## src/mft_pkg.sv

```systemverilog
/*
  Package for the FIFO threshold control block: widths, level defaults, error bit positions.
  Assumes the two FIFOs themselves live in the main module and share one clock.
*/
package mft_pkg;
  localparam int unsigned MFT_DATA_W   = 32;
  localparam int unsigned MFT_DEPTH_LG = 6;
  localparam int unsigned MFT_LVL_W    = MFT_DEPTH_LG + 1;
  // Error bit positions on the receive side
  localparam int unsigned MFT_ERR_W      = 4;
  localparam int unsigned MFT_ERR_TRUNC  = 0;
  localparam int unsigned MFT_ERR_INVAL  = 3;
  // Neutral reset value for all levels
  localparam logic [MFT_LVL_W-1:0] MFT_LVL_ZERO = 7'h00;
  localparam logic [MFT_LVL_W-1:0] MFT_LVL_ONE  = 7'h01;

  // Transmit side frame state, Gray coded along idle, send, discard
  typedef enum logic [1:0] {
    MFT_TX_IDLE    = 2'h0,
    MFT_TX_SEND    = 2'h1,
    MFT_TX_DISCARD = 2'h3
  } mft_tx_state_t;
endpackage

```

## src/mft_ctrl.sv

```systemverilog
/*
  FIFO threshold control for a MAC with internal receive and transmit FIFOs.
  Network side presents receive words with valid/sop/eop/err; user side drains them.
  User side writes transmit words; network side gets one word per cycle when enabled.
  Pause frame requests are one-cycle pulses toward an external pause generator.
*/
`timescale 1ns/1ps
`default_nettype none
module mft_ctrl
  import mft_pkg::*;
#(
  parameter int unsigned DW = MFT_DATA_W,   // 8 or 32; levels count entries of this width
  parameter int unsigned LG = MFT_DEPTH_LG
) (
  // Clock and reset
  input  wire logic            core_clk_in,
  input  wire logic            sys_rst_in,
  // Threshold levels and errored-frame drop control
  input  wire logic [LG:0]     rx_almost_empty_in,
  input  wire logic [LG:0]     rx_almost_full_in,
  input  wire logic [LG:0]     rx_section_empty_in,
  input  wire logic [LG:0]     rx_section_full_in,
  input  wire logic [LG:0]     tx_almost_empty_in,
  input  wire logic [LG:0]     tx_almost_full_in,
  input  wire logic [LG:0]     tx_section_empty_in,
  input  wire logic [LG:0]     tx_section_full_in,
  input  wire logic            drop_errored_frames_ctl,
  // Network receive stream
  input  wire logic            net_rx_valid_in,
  input  wire logic [DW-1:0]   net_rx_data_in,
  input  wire logic            net_rx_sop_in,
  input  wire logic            net_rx_eop_in,
  input  wire logic            net_rx_err_in,
  // User receive stream
  input  wire logic            rcv_sink_accepting,
  output logic                 rcv_data_valid_out,
  output logic      [DW-1:0]   rcv_data_out,
  output logic                 rcv_start_of_packet_out,
  output logic                 rcv_end_of_packet_out,
  output logic [MFT_ERR_W-1:0] rcv_error_out,
  output logic                 rcv_data_available_out,
  output logic                 rcv_nearly_empty_flag,
  output logic                 rcv_nearly_full_flag,
  // Pause requests
  output logic                 xoff_request_out,
  output logic                 xon_request_out,
  // User transmit stream
  input  wire logic            xmt_valid_in,
  input  wire logic [DW-1:0]   xmt_data_in,
  input  wire logic            xmt_sop_in,
  input  wire logic            xmt_eop_in,
  output logic                 xmt_accept_out,
  output logic                 xmt_nearly_empty_flag,
  output logic                 xmt_nearly_full_flag,
  output logic                 xmt_room_warning_out,
  // Network transmit side
  output logic                 net_tx_en_out,
  output logic      [DW-1:0]   net_tx_data_out,
  output logic                 net_tx_err_out
);
  localparam int unsigned FW    = DW + 3;   // data, sop, eop, err
  localparam int unsigned DEPTH = 1 << LG;
  localparam logic [LG:0] DEPTH_L = DEPTH[LG:0];
  localparam int unsigned B_SOP = DW;
  localparam int unsigned B_EOP = DW + 1;
  localparam int unsigned B_ERR = DW + 2;

  // Threshold compare used by both directions
  function automatic logic at_or_below(input logic [LG:0] v, input logic [LG:0] lvl);
    return v <= lvl;
  endfunction

  // Frame-end counter step shared by both directions
  function automatic logic [LG:0] step_count(input logic [LG:0] cnt, input logic up,
                                             input logic down);
    return (up && !down) ? cnt + 1'b1 : ((!up && down) ? cnt - 1'b1 : cnt);
  endfunction

  // ---------------- Receive path ----------------
  logic [FW-1:0] rxf_wdata, rxf_rdata;
  logic [LG:0]   rxf_lvl;
  logic          rxf_wr, rxf_rd;
  logic [LG:0]   rx_free;
  logic          rx_sf_mode;
  logic          rx_truncating_reg, rx_truncating_next;
  logic          rx_in_frame_reg, rx_in_frame_next;
  logic [LG:0]   rx_eops_reg, rx_eops_next;     // Whole frames held in receive FIFO
  logic          rx_head_err;                   // Error mark of the oldest stored frame
  logic          rx_cut_eop;
  logic          rx_sec_reg, rx_sec_next;
  logic          rx_xoff_pend_reg, rx_xoff_pend_next;
  logic          rx_xon_pend_reg, rx_xon_pend_next;
  logic          rx_may_read;
  logic          rx_out_v_reg, rx_out_v_next;
  logic [FW-1:0] rx_out_reg, rx_out_next;
  logic          rx_out_cut_reg, rx_out_cut_next;
  logic          tx_busy;

  assign rx_free    = DEPTH_L - rxf_lvl;
  assign rx_sf_mode = (rx_section_full_in == MFT_LVL_ZERO[LG:0]);

  // Flags recomputed every cycle from level or free space
  assign rcv_nearly_empty_flag  = at_or_below(rxf_lvl, rx_almost_empty_in);
  assign rcv_nearly_full_flag   = at_or_below(rx_free, rx_almost_full_in);
  assign rcv_data_available_out = !rx_sf_mode && (rxf_lvl >= rx_section_full_in);

  // Write side: truncate while nearly full and sink stalled; cut frame gets a forced eop
  always_comb begin
    rx_truncating_next = rx_truncating_reg;
    rx_in_frame_next   = rx_in_frame_reg;
    rxf_wr             = 1'b0;
    rx_cut_eop         = 1'b0;
    rxf_wdata          = {net_rx_err_in, net_rx_eop_in, net_rx_sop_in, net_rx_data_in};
    if (net_rx_valid_in) begin
      if (net_rx_sop_in) begin
        rx_truncating_next = 1'b0;
        rx_in_frame_next   = 1'b1;
      end
      if (rx_truncating_reg && !net_rx_sop_in) begin
        rxf_wr = 1'b0;
      end else if (rcv_nearly_full_flag && !rcv_sink_accepting && rxf_lvl < DEPTH_L) begin
        rxf_wr             = 1'b1;                                 // Last word closes frame
        rx_cut_eop         = 1'b1;
        rxf_wdata[B_EOP]   = 1'b1;
        rxf_wdata[B_ERR]   = 1'b1;
        rx_truncating_next = !net_rx_eop_in;
        rx_in_frame_next   = 1'b0;
      end else if (rxf_lvl < DEPTH_L && (rx_in_frame_reg || net_rx_sop_in)) begin
        rxf_wr = 1'b1;
        if (net_rx_eop_in) begin
          rx_in_frame_next = 1'b0;
        end
      end
    end
  end

  // Frames-complete counter for end-of-packet detection and store-and-forward
  assign rx_eops_next = step_count(rx_eops_reg, rxf_wr && rxf_wdata[B_EOP],
                                   rxf_rd && rxf_rdata[B_EOP]);

  // Reading: stop at almost-empty unless a frame end is already stored
  always_comb begin
    rx_may_read = (rxf_lvl != '0) && (!rcv_nearly_empty_flag || rx_eops_reg != '0);
    if (rx_sf_mode) begin
      rx_may_read = (rxf_lvl != '0) && (rx_eops_reg != '0);
    end
    rxf_rd = rx_may_read && (!rx_out_v_reg || rcv_sink_accepting);
  end

  // Output register and error-frame discard
  always_comb begin
    rx_out_v_next    = rx_out_v_reg && !rcv_sink_accepting;
    rx_out_next      = rx_out_reg;
    rx_out_cut_next  = rx_out_cut_reg;
    if (rxf_rd) begin
      rx_out_next     = rxf_rdata;
      rx_out_cut_next = rxf_rdata[B_ERR];
      rx_out_v_next   = 1'b1;
      // Whole frames are stored before reading here, so the error mark of the
      // oldest frame is known from its first word on and every word is dropped
      if (drop_errored_frames_ctl && rx_sf_mode && rx_head_err) begin
        rx_out_v_next = 1'b0;
      end
    end
  end

  // Pause requests: edge of section-empty crossing, XOFF and XON held while transmitting
  always_comb begin
    rx_sec_next       = !at_or_below(rxf_lvl, rx_section_empty_in - MFT_LVL_ONE[LG:0]);
    rx_xoff_pend_next = rx_xoff_pend_reg;
    rx_xon_pend_next  = rx_xon_pend_reg;
    if (rx_sec_next && !rx_sec_reg) begin
      rx_xoff_pend_next = 1'b1;
      rx_xon_pend_next  = 1'b0;
    end else if (!rx_sec_next && rx_sec_reg) begin
      rx_xon_pend_next  = 1'b1;
      rx_xoff_pend_next = 1'b0;
    end else if (!tx_busy) begin
      rx_xoff_pend_next = 1'b0;
      rx_xon_pend_next  = 1'b0;
    end
  end
  assign xoff_request_out = rx_xoff_pend_reg && !tx_busy;
  assign xon_request_out  = rx_xon_pend_reg && !tx_busy;

  always_ff @(posedge core_clk_in) begin
    if (sys_rst_in) begin
      rx_truncating_reg <= 1'b0;
      rx_in_frame_reg   <= 1'b0;
      rx_eops_reg       <= '0;
      rx_sec_reg        <= 1'b0;
      rx_xoff_pend_reg  <= 1'b0;
      rx_xon_pend_reg   <= 1'b0;
      rx_out_v_reg      <= 1'b0;
      rx_out_reg        <= '0;
      rx_out_cut_reg    <= 1'b0;
    end else begin
      rx_truncating_reg <= rx_truncating_next;
      rx_in_frame_reg   <= rx_in_frame_next;
      rx_eops_reg       <= rx_eops_next;
      rx_sec_reg        <= rx_sec_next;
      rx_xoff_pend_reg  <= rx_xoff_pend_next;
      rx_xon_pend_reg   <= rx_xon_pend_next;
      rx_out_v_reg      <= rx_out_v_next;
      rx_out_reg        <= rx_out_next;
      rx_out_cut_reg    <= rx_out_cut_next;
    end
  end

  // User receive outputs
  always_comb begin
    rcv_data_valid_out      = rx_out_v_reg;
    rcv_data_out            = rx_out_reg[DW-1:0];
    rcv_start_of_packet_out = rx_out_reg[B_SOP];
    rcv_end_of_packet_out   = rx_out_reg[B_EOP];
    rcv_error_out           = '0;
    rcv_error_out[MFT_ERR_TRUNC] = rx_out_cut_reg && rx_out_reg[B_EOP];
    rcv_error_out[MFT_ERR_INVAL] = rx_out_cut_reg;
  end

  mft_fifo #(.W(FW), .LG(LG)) u_rx_fifo (
    .core_clk_in (core_clk_in),
    .sys_rst_in  (sys_rst_in),
    .wr_in       (rxf_wr),
    .wdata_in    (rxf_wdata),
    .rd_in       (rxf_rd),
    .rdata_out   (rxf_rdata),
    .level_out   (rxf_lvl)
  );
  // Error mark per stored frame: pushed when its end is written, popped when it is read
  mft_fifo #(.W(1), .LG(LG)) u_rx_ferr (.core_clk_in(core_clk_in), .sys_rst_in(sys_rst_in),
    .wr_in(rxf_wr && rxf_wdata[B_EOP]), .wdata_in(rxf_wdata[B_ERR]),
    .rd_in(rxf_rd && rxf_rdata[B_EOP]), .rdata_out(rx_head_err), .level_out());

  // ---------------- Transmit path ----------------
  logic [FW-1:0]  txf_rdata;
  logic [LG:0]    txf_lvl, tx_free;
  logic           txf_wr, txf_rd;
  logic [LG:0]    tx_eops_reg, tx_eops_next;
  mft_tx_state_t  tx_st_reg, tx_st_next;
  logic           tx_en_reg, tx_en_next, tx_err_reg, tx_err_next;
  logic [DW-1:0]  tx_d_reg, tx_d_next;
  logic           tx_start_ok;

  assign tx_free               = DEPTH_L - txf_lvl;
  assign xmt_nearly_empty_flag = at_or_below(txf_lvl, tx_almost_empty_in);
  assign xmt_nearly_full_flag  = at_or_below(tx_free, tx_almost_full_in);
  assign xmt_accept_out        = !xmt_nearly_full_flag && (tx_free != '0);
  assign xmt_room_warning_out  = txf_lvl < tx_section_empty_in;
  assign txf_wr                = xmt_valid_in && xmt_accept_out;
  assign tx_busy               = (tx_st_reg != MFT_TX_IDLE);

  // Start condition: a whole frame stored in either mode, or the fill threshold when it is not zero
  assign tx_start_ok = (tx_eops_reg != '0)
                    || ((tx_section_full_in != MFT_LVL_ZERO[LG:0])
                        && (txf_lvl >= tx_section_full_in));

  // Stored frame ends on transmit side
  assign tx_eops_next = step_count(tx_eops_reg, txf_wr && xmt_eop_in,
                                   txf_rd && txf_rdata[B_EOP]);

  // Transmit sequencer with underflow handling
  always_comb begin
    tx_st_next  = tx_st_reg;
    tx_en_next  = 1'b0;
    tx_err_next = 1'b0;
    tx_d_next   = tx_d_reg;
    txf_rd      = 1'b0;
    unique case (tx_st_reg)
      MFT_TX_IDLE: begin
        if (txf_lvl != '0 && !txf_rdata[B_SOP]) begin
          txf_rd = 1'b1;                                           // Stray words before a start
        end else if (txf_lvl != '0 && tx_start_ok) begin
          txf_rd     = 1'b1;
          tx_en_next = 1'b1;
          tx_d_next  = txf_rdata[DW-1:0];
          tx_st_next = txf_rdata[B_EOP] ? MFT_TX_IDLE : MFT_TX_SEND;
        end
      end
      MFT_TX_SEND: begin
        if (xmt_nearly_empty_flag && tx_eops_reg == '0) begin
          tx_en_next  = 1'b1;
          tx_err_next = 1'b1;
          tx_st_next  = MFT_TX_DISCARD;
        end else if (txf_lvl != '0) begin
          txf_rd     = 1'b1;
          tx_en_next = 1'b1;
          tx_d_next  = txf_rdata[DW-1:0];
          if (txf_rdata[B_EOP]) begin
            tx_st_next = MFT_TX_IDLE;
          end
        end
      end
      MFT_TX_DISCARD: begin
        if (txf_lvl != '0) begin
          txf_rd = 1'b1;
          if (txf_rdata[B_EOP]) begin
            tx_st_next = MFT_TX_IDLE;
          end
        end
      end
      default: tx_st_next = MFT_TX_IDLE;
    endcase
  end

  always_ff @(posedge core_clk_in) begin
    if (sys_rst_in) begin
      tx_st_reg   <= MFT_TX_IDLE;
      tx_eops_reg <= '0;
      tx_en_reg   <= 1'b0;
      tx_err_reg  <= 1'b0;
      tx_d_reg    <= '0;
    end else begin
      tx_st_reg   <= tx_st_next;
      tx_eops_reg <= tx_eops_next;
      tx_en_reg   <= tx_en_next;
      tx_err_reg  <= tx_err_next;
      tx_d_reg    <= tx_d_next;
    end
  end

  assign net_tx_en_out   = tx_en_reg;
  assign net_tx_err_out  = tx_err_reg;
  assign net_tx_data_out = tx_d_reg;

  mft_fifo #(.W(FW), .LG(LG)) u_tx_fifo (
    .core_clk_in (core_clk_in),
    .sys_rst_in  (sys_rst_in),
    .wr_in       (txf_wr),
    .wdata_in    ({1'b0, xmt_eop_in, xmt_sop_in, xmt_data_in}),
    .rd_in       (txf_rd),
    .rdata_out   (txf_rdata),
    .level_out   (txf_lvl)
  );
endmodule
`default_nettype wire

```

## src/mft_fifo.sv

```systemverilog
/*
  Simple synchronous FIFO carrying data plus start/end markers and error bits.
  Assumes the caller never writes when full nor reads when empty.
*/
`timescale 1ns/1ps
`default_nettype none
module mft_fifo
  import mft_pkg::*;
#(
  parameter int unsigned W  = 34,
  parameter int unsigned LG = MFT_DEPTH_LG
) (
  // Clock and reset
  input  wire logic             core_clk_in,
  input  wire logic             sys_rst_in,
  // Write side
  input  wire logic             wr_in,
  input  wire logic [W-1:0]     wdata_in,
  // Read side
  input  wire logic             rd_in,
  output logic      [W-1:0]     rdata_out,
  // Level in entries
  output logic      [LG:0]      level_out
);
  logic [W-1:0] mem [0:(1<<LG)-1];
  logic [LG:0]  wp_reg, wp_next, rp_reg, rp_next;

  // Pointer update
  always_comb begin
    wp_next = wr_in ? wp_reg + 1'b1 : wp_reg;
    rp_next = rd_in ? rp_reg + 1'b1 : rp_reg;
  end

  always_ff @(posedge core_clk_in) begin
    if (sys_rst_in) begin
      wp_reg <= '0;
      rp_reg <= '0;
    end else begin
      wp_reg <= wp_next;
      rp_reg <= rp_next;
    end
  end

  // Storage, no reset needed
  always_ff @(posedge core_clk_in) begin
    if (wr_in) begin
      mem[wp_reg[LG-1:0]] <= wdata_in;
    end
  end

  assign rdata_out = mem[rp_reg[LG-1:0]];
  assign level_out = wp_reg - rp_reg;
endmodule
`default_nettype wire

```

## config.mk

```make
export PLATFORM = sky130hd
export DESIGN_NAME = mft_ctrl
export DESIGN_NICKNAME = d
export VERILOG_FILES = /design/src/mft_pkg.sv /design/src/mft_ctrl.sv /design/src/mft_fifo.sv
export SDC_FILE = /design/constraint.sdc
export NUM_CORES = 2
export LEC_CHECK = 0
export BUFFER_PORTS_ARGS = -buffer_cell sky130_fd_sc_hd__clkbuf_2
export CORE_MARGIN = 1.5
export CORE_UTILIZATION = 30
export DETAILED_ROUTE_END_ITERATION = 10
export HOLD_SLACK_MARGIN = 0.15
export PLACE_DENSITY = 0.42
export SLEW_MARGIN = 15
export SYNTH_ARGS = -nofsm -noshare
export SYNTH_HDL_FRONTEND = slang
export SYNTH_MEMORY_MAX_BITS = 65536
export SYNTH_SLANG_ARGS = --single-unit
```

## constraint.sdc

```tcl
create_clock -name core_clk_in -period 6.8 [get_ports core_clk_in]
set_input_delay 0.68 -clock core_clk_in [delete_from_list [all_inputs] [get_ports core_clk_in]]
set_output_delay 0.68 -clock core_clk_in [all_outputs]
set_load 0.1 [all_outputs]
```

==> results.cfg <==
[setup_path]
critPathBufInv = 2
reg2regPathDepth = 27
critPathKind = register to register
critPathArrivalTime_ns = 7.15
worstReg2RegEnd = rx_eops_reg[6]$_SDFFE_PP0P_
cpMaxStageDelayCell = dfxtp_1
crit_path_max_incr_delay_ns = 0.42
reg2reg_slack_ns = 0.51
end_kind = register
crit_top_cell = ha_1
cp_max_fo = 7
critPathTopFamily = compound AO/OA/AOI/OAI gates
r2r-start = u_rx_fifo.rp_reg[0]$_SDFFE_PP0P_
cp.depth = 27
start_kind = register
cp.required_ns = 7.66

[cells_and_area]
synthToLayoutAreaGrowth_pct = 16.8
mostFrequentLayoutCell = edfxtp_1
final_cell_mix = 4,480 x edfxtp_1, 1,446 x mux4_2, 536 x clkbuf_16
largest_reg_flops = 2240
drive_above_1_share = 0.332
fin_nets = 8542
fillCellCount = 54335

[route]
avgViaCountPerCell = 5.04
vias = 83587
wirelength_mm = 512
drtPass1Iterations = 5
dr.first_iter.drc_count = 7812
ant_nets = 1
routedWlPerCell_um = 30.9
drc_errors = 0

[cts]
cts_tree = built
cts.clk_slew.worst_paths_ns = 0.06
clkSinkCount = 4629
clkLatencyLatePin_ns = 1.03
root_buffer = clkbuf_16
cts_made_buffers = 530
clk_path_buf_depth = 4
cts-htree-levels = 6

[global_routing]
grt_pass1_wl_mm = 715
antenna_found_initial = 50
grt_overflow = 0
track_usage = 0.167
grt_max_degree = 143
grt_pass1_vias = 87388

[synthesis]
synth-seq-cells = 4629
ys_warn_count = 0
synthFlopType = edfxtp_1
syn_avg_cell_area_um2 = 23.5
synth_edf_count = 4480
syn_inst = 7609
syn-cell-area_mm2 = 0.179
async_reset_ff_frac = 0
netlist-cell-type-count = 75
seq_area_frac_synth = 0.769

[min_path]
hold_path.class = input port to register
hold_depth = 1
min_from = xmt_data_in[19]
hold_end = u_tx_fifo.mem[41][19]$_DFFE_PP_

[sta]
hold_ws_ns = 0.184
slew_violations = 0
fin_worst_skew_ns = 0.0668
finalSetupTns_ns = 0
worst_pin_slew_ns = 1.33
final_hold_viol_count = 0
rsz0062_at_grt = no
max_freq_ghz = 0.159
post-route-min-period_ns = 6.29
max_slew_margin = 0.111
finalCritPeriodShare = 0.925
finalSetupViolCount = 0

[place]
dp_hpwl_mm = 297
gp_congestion = 0.754
io_buffers = 210

[run_status]
run_status = finished, violations left
failed_checks = antenna rules

[die]
start_util = 0.301
fp.dieH_um = 775
core_area_mm2 = 0.594
rows = 283
die_area_mm2 = 0.601
io_pins = 213
die_w_um = 775

[power_and_ir_drop]
p_leak_nw = 63.2
max-vdd-ir-drop_mv = 0.341
power_density_mw_per_mm2 = 369

[flow_run]
drv_cap = 0
==> worst reg2reg max path, cell delays in order, from the launching register on <==
cell and delay (ns):
dfxtp_1 0.42, ha_1 0.22, inv_1 0.06, fa_1 0.39, a21o_1 0.18, a21oi_2 0.19
xnor2_1 0.36, or2_1 0.27, nor2_1 0.07, xnor2_1 0.15, ha_1 0.33, a21oi_1 0.16
nor2b_1 0.10, o31ai_4 0.37, a211o_1 0.24, nand4_1 0.13, nor2_1 0.27, ha_1 0.29
inv_1 0.15, ha_1 0.32, nor2b_1 0.13, o21ai_0 0.25, a21boi_0 0.18, o21a_1 0.20
or3_1 0.31, a21oi_1 0.20, xnor2_1 0.14, nor2_1 0.05
==> report_power, final <==
part,internal [W],leakage [nW],switching (W)
Clock,0.0159,8.08,0.0116
Combinational,0.00722,13.7,0.0101
Sequential,0.0319,41.5,0.000427
Total,0.0550,63.2,0.0221
==> worst max path at each step <==
stage | startpoint | to | slack, ns
5_1_grt | u_rx_fifo.rp_reg[0]$_SDFFE_PP0P_ | rx_eops_reg[6]$_SDFFE_PP0P_ | 0.06
3_5_place_dp | u_rx_fifo.rp_reg[0]$_SDFFE_PP0P_ | rx_eops_reg[6]$_SDFFE_PP0P_ | 0.39
2_1_floorplan | u_rx_fifo.wp_reg[0]$_SDFFE_PP0P_ | rx_eops_reg[6]$_SDFFE_PP0P_ | 0.06
6_report | u_rx_fifo.rp_reg[0]$_SDFFE_PP0P_ | rx_eops_reg[6]$_SDFFE_PP0P_ | 0.51
4_1_cts | u_rx_fifo.rp_reg[0]$_SDFFE_PP0P_ | rx_eops_reg[6]$_SDFFE_PP0P_ | 0.36
3_3_place_gp | u_rx_fifo.rp_reg[0]$_SDFFE_PP0P_ | rx_eops_reg[6]$_SDFFE_PP0P_ | 0.44
==> final cells by class <==
cell class	count	area (um2)	area share
multi-input cells	2497	40200	0.193
repair buffers	567	4320	0.0207
inverters	93	349	0.00167
clock inverters	267	2570	0.0123
flip-flops and latches	4629	138000	0.658
well taps	7837	9810	0.0469
clock buffers	671	14100	0.0673
diodes	12	30.0	0.000144
==> logic make-up after synthesis <==
kind of cell,synth area share
other cells,0.0000210
fa+ha+maj,0.00673
compound gates,0.00782
buf+inv,0.0116
xor+xnor,0.00216
simple gates,0.0154
flops,0.769
mux,0.187
==> routing by layer <==
layer,up-vias,track usage,part of all wire
met3,573,0.0237,0.046
met4,8,0.0312,0.018
li1,33992,-,-
met1,46891,0.243,0.46
met5,-,0,0.000090
met2,2123,0.270,0.48
==> through the flow <==
step | power [W] | cells | setup WS, ns | utilization | cell area [um2]
finish | 0.0771 | 16573 | 0.511 | 0.352 | 209000
detailed placement | 0.0507 | 15614 | 0.395 | 0.324 | 192000
floorplan | 0.0447 | 7610 | 0.0559 | - | 179000
CTS | 0.0784 | 16561 | 0.358 | 0.352 | 209000
global route | 0.0802 | 16565 | 0.0555 | 0.352 | 209000
global placement | 0.0506 | 15614 | 0.436 | 0.324 | 192000
==> synth_stat cells, drive strengths merged (21+ instances only) <==
master / number / area share
edfxtp: 4480 / 0.75
mux2i: 58 / 0.0032
clkbuf: 193 / 0.0041
nand2: 119 / 0.0025
a21oi: 93 / 0.0026
ha: 89 / 0.0062
o21ai: 25 / 0.00070
nor3: 23 / 0.00067
mux4: 1446 / 0.18
dfxtp: 149 / 0.017
buf: 198 / 0.0056
inv: 92 / 0.0019
xnor2: 29 / 0.0014
nand4: 23 / 0.00080
o211ai: 21 / 0.00088
nor2b: 25 / 0.00087
mux2: 30 / 0.0019
nand3: 31 / 0.00087
nor2: 306 / 0.0064
==> repair_timing <==
action,CTS,global route
resized for setup,0,1
buffers inserted,0,0
hold buffers,9,0
endpoints found under the hold margin,33,0
endpoints found under the setup margin,0,1
No activity file was read; power rests on OpenSTA's default activity.
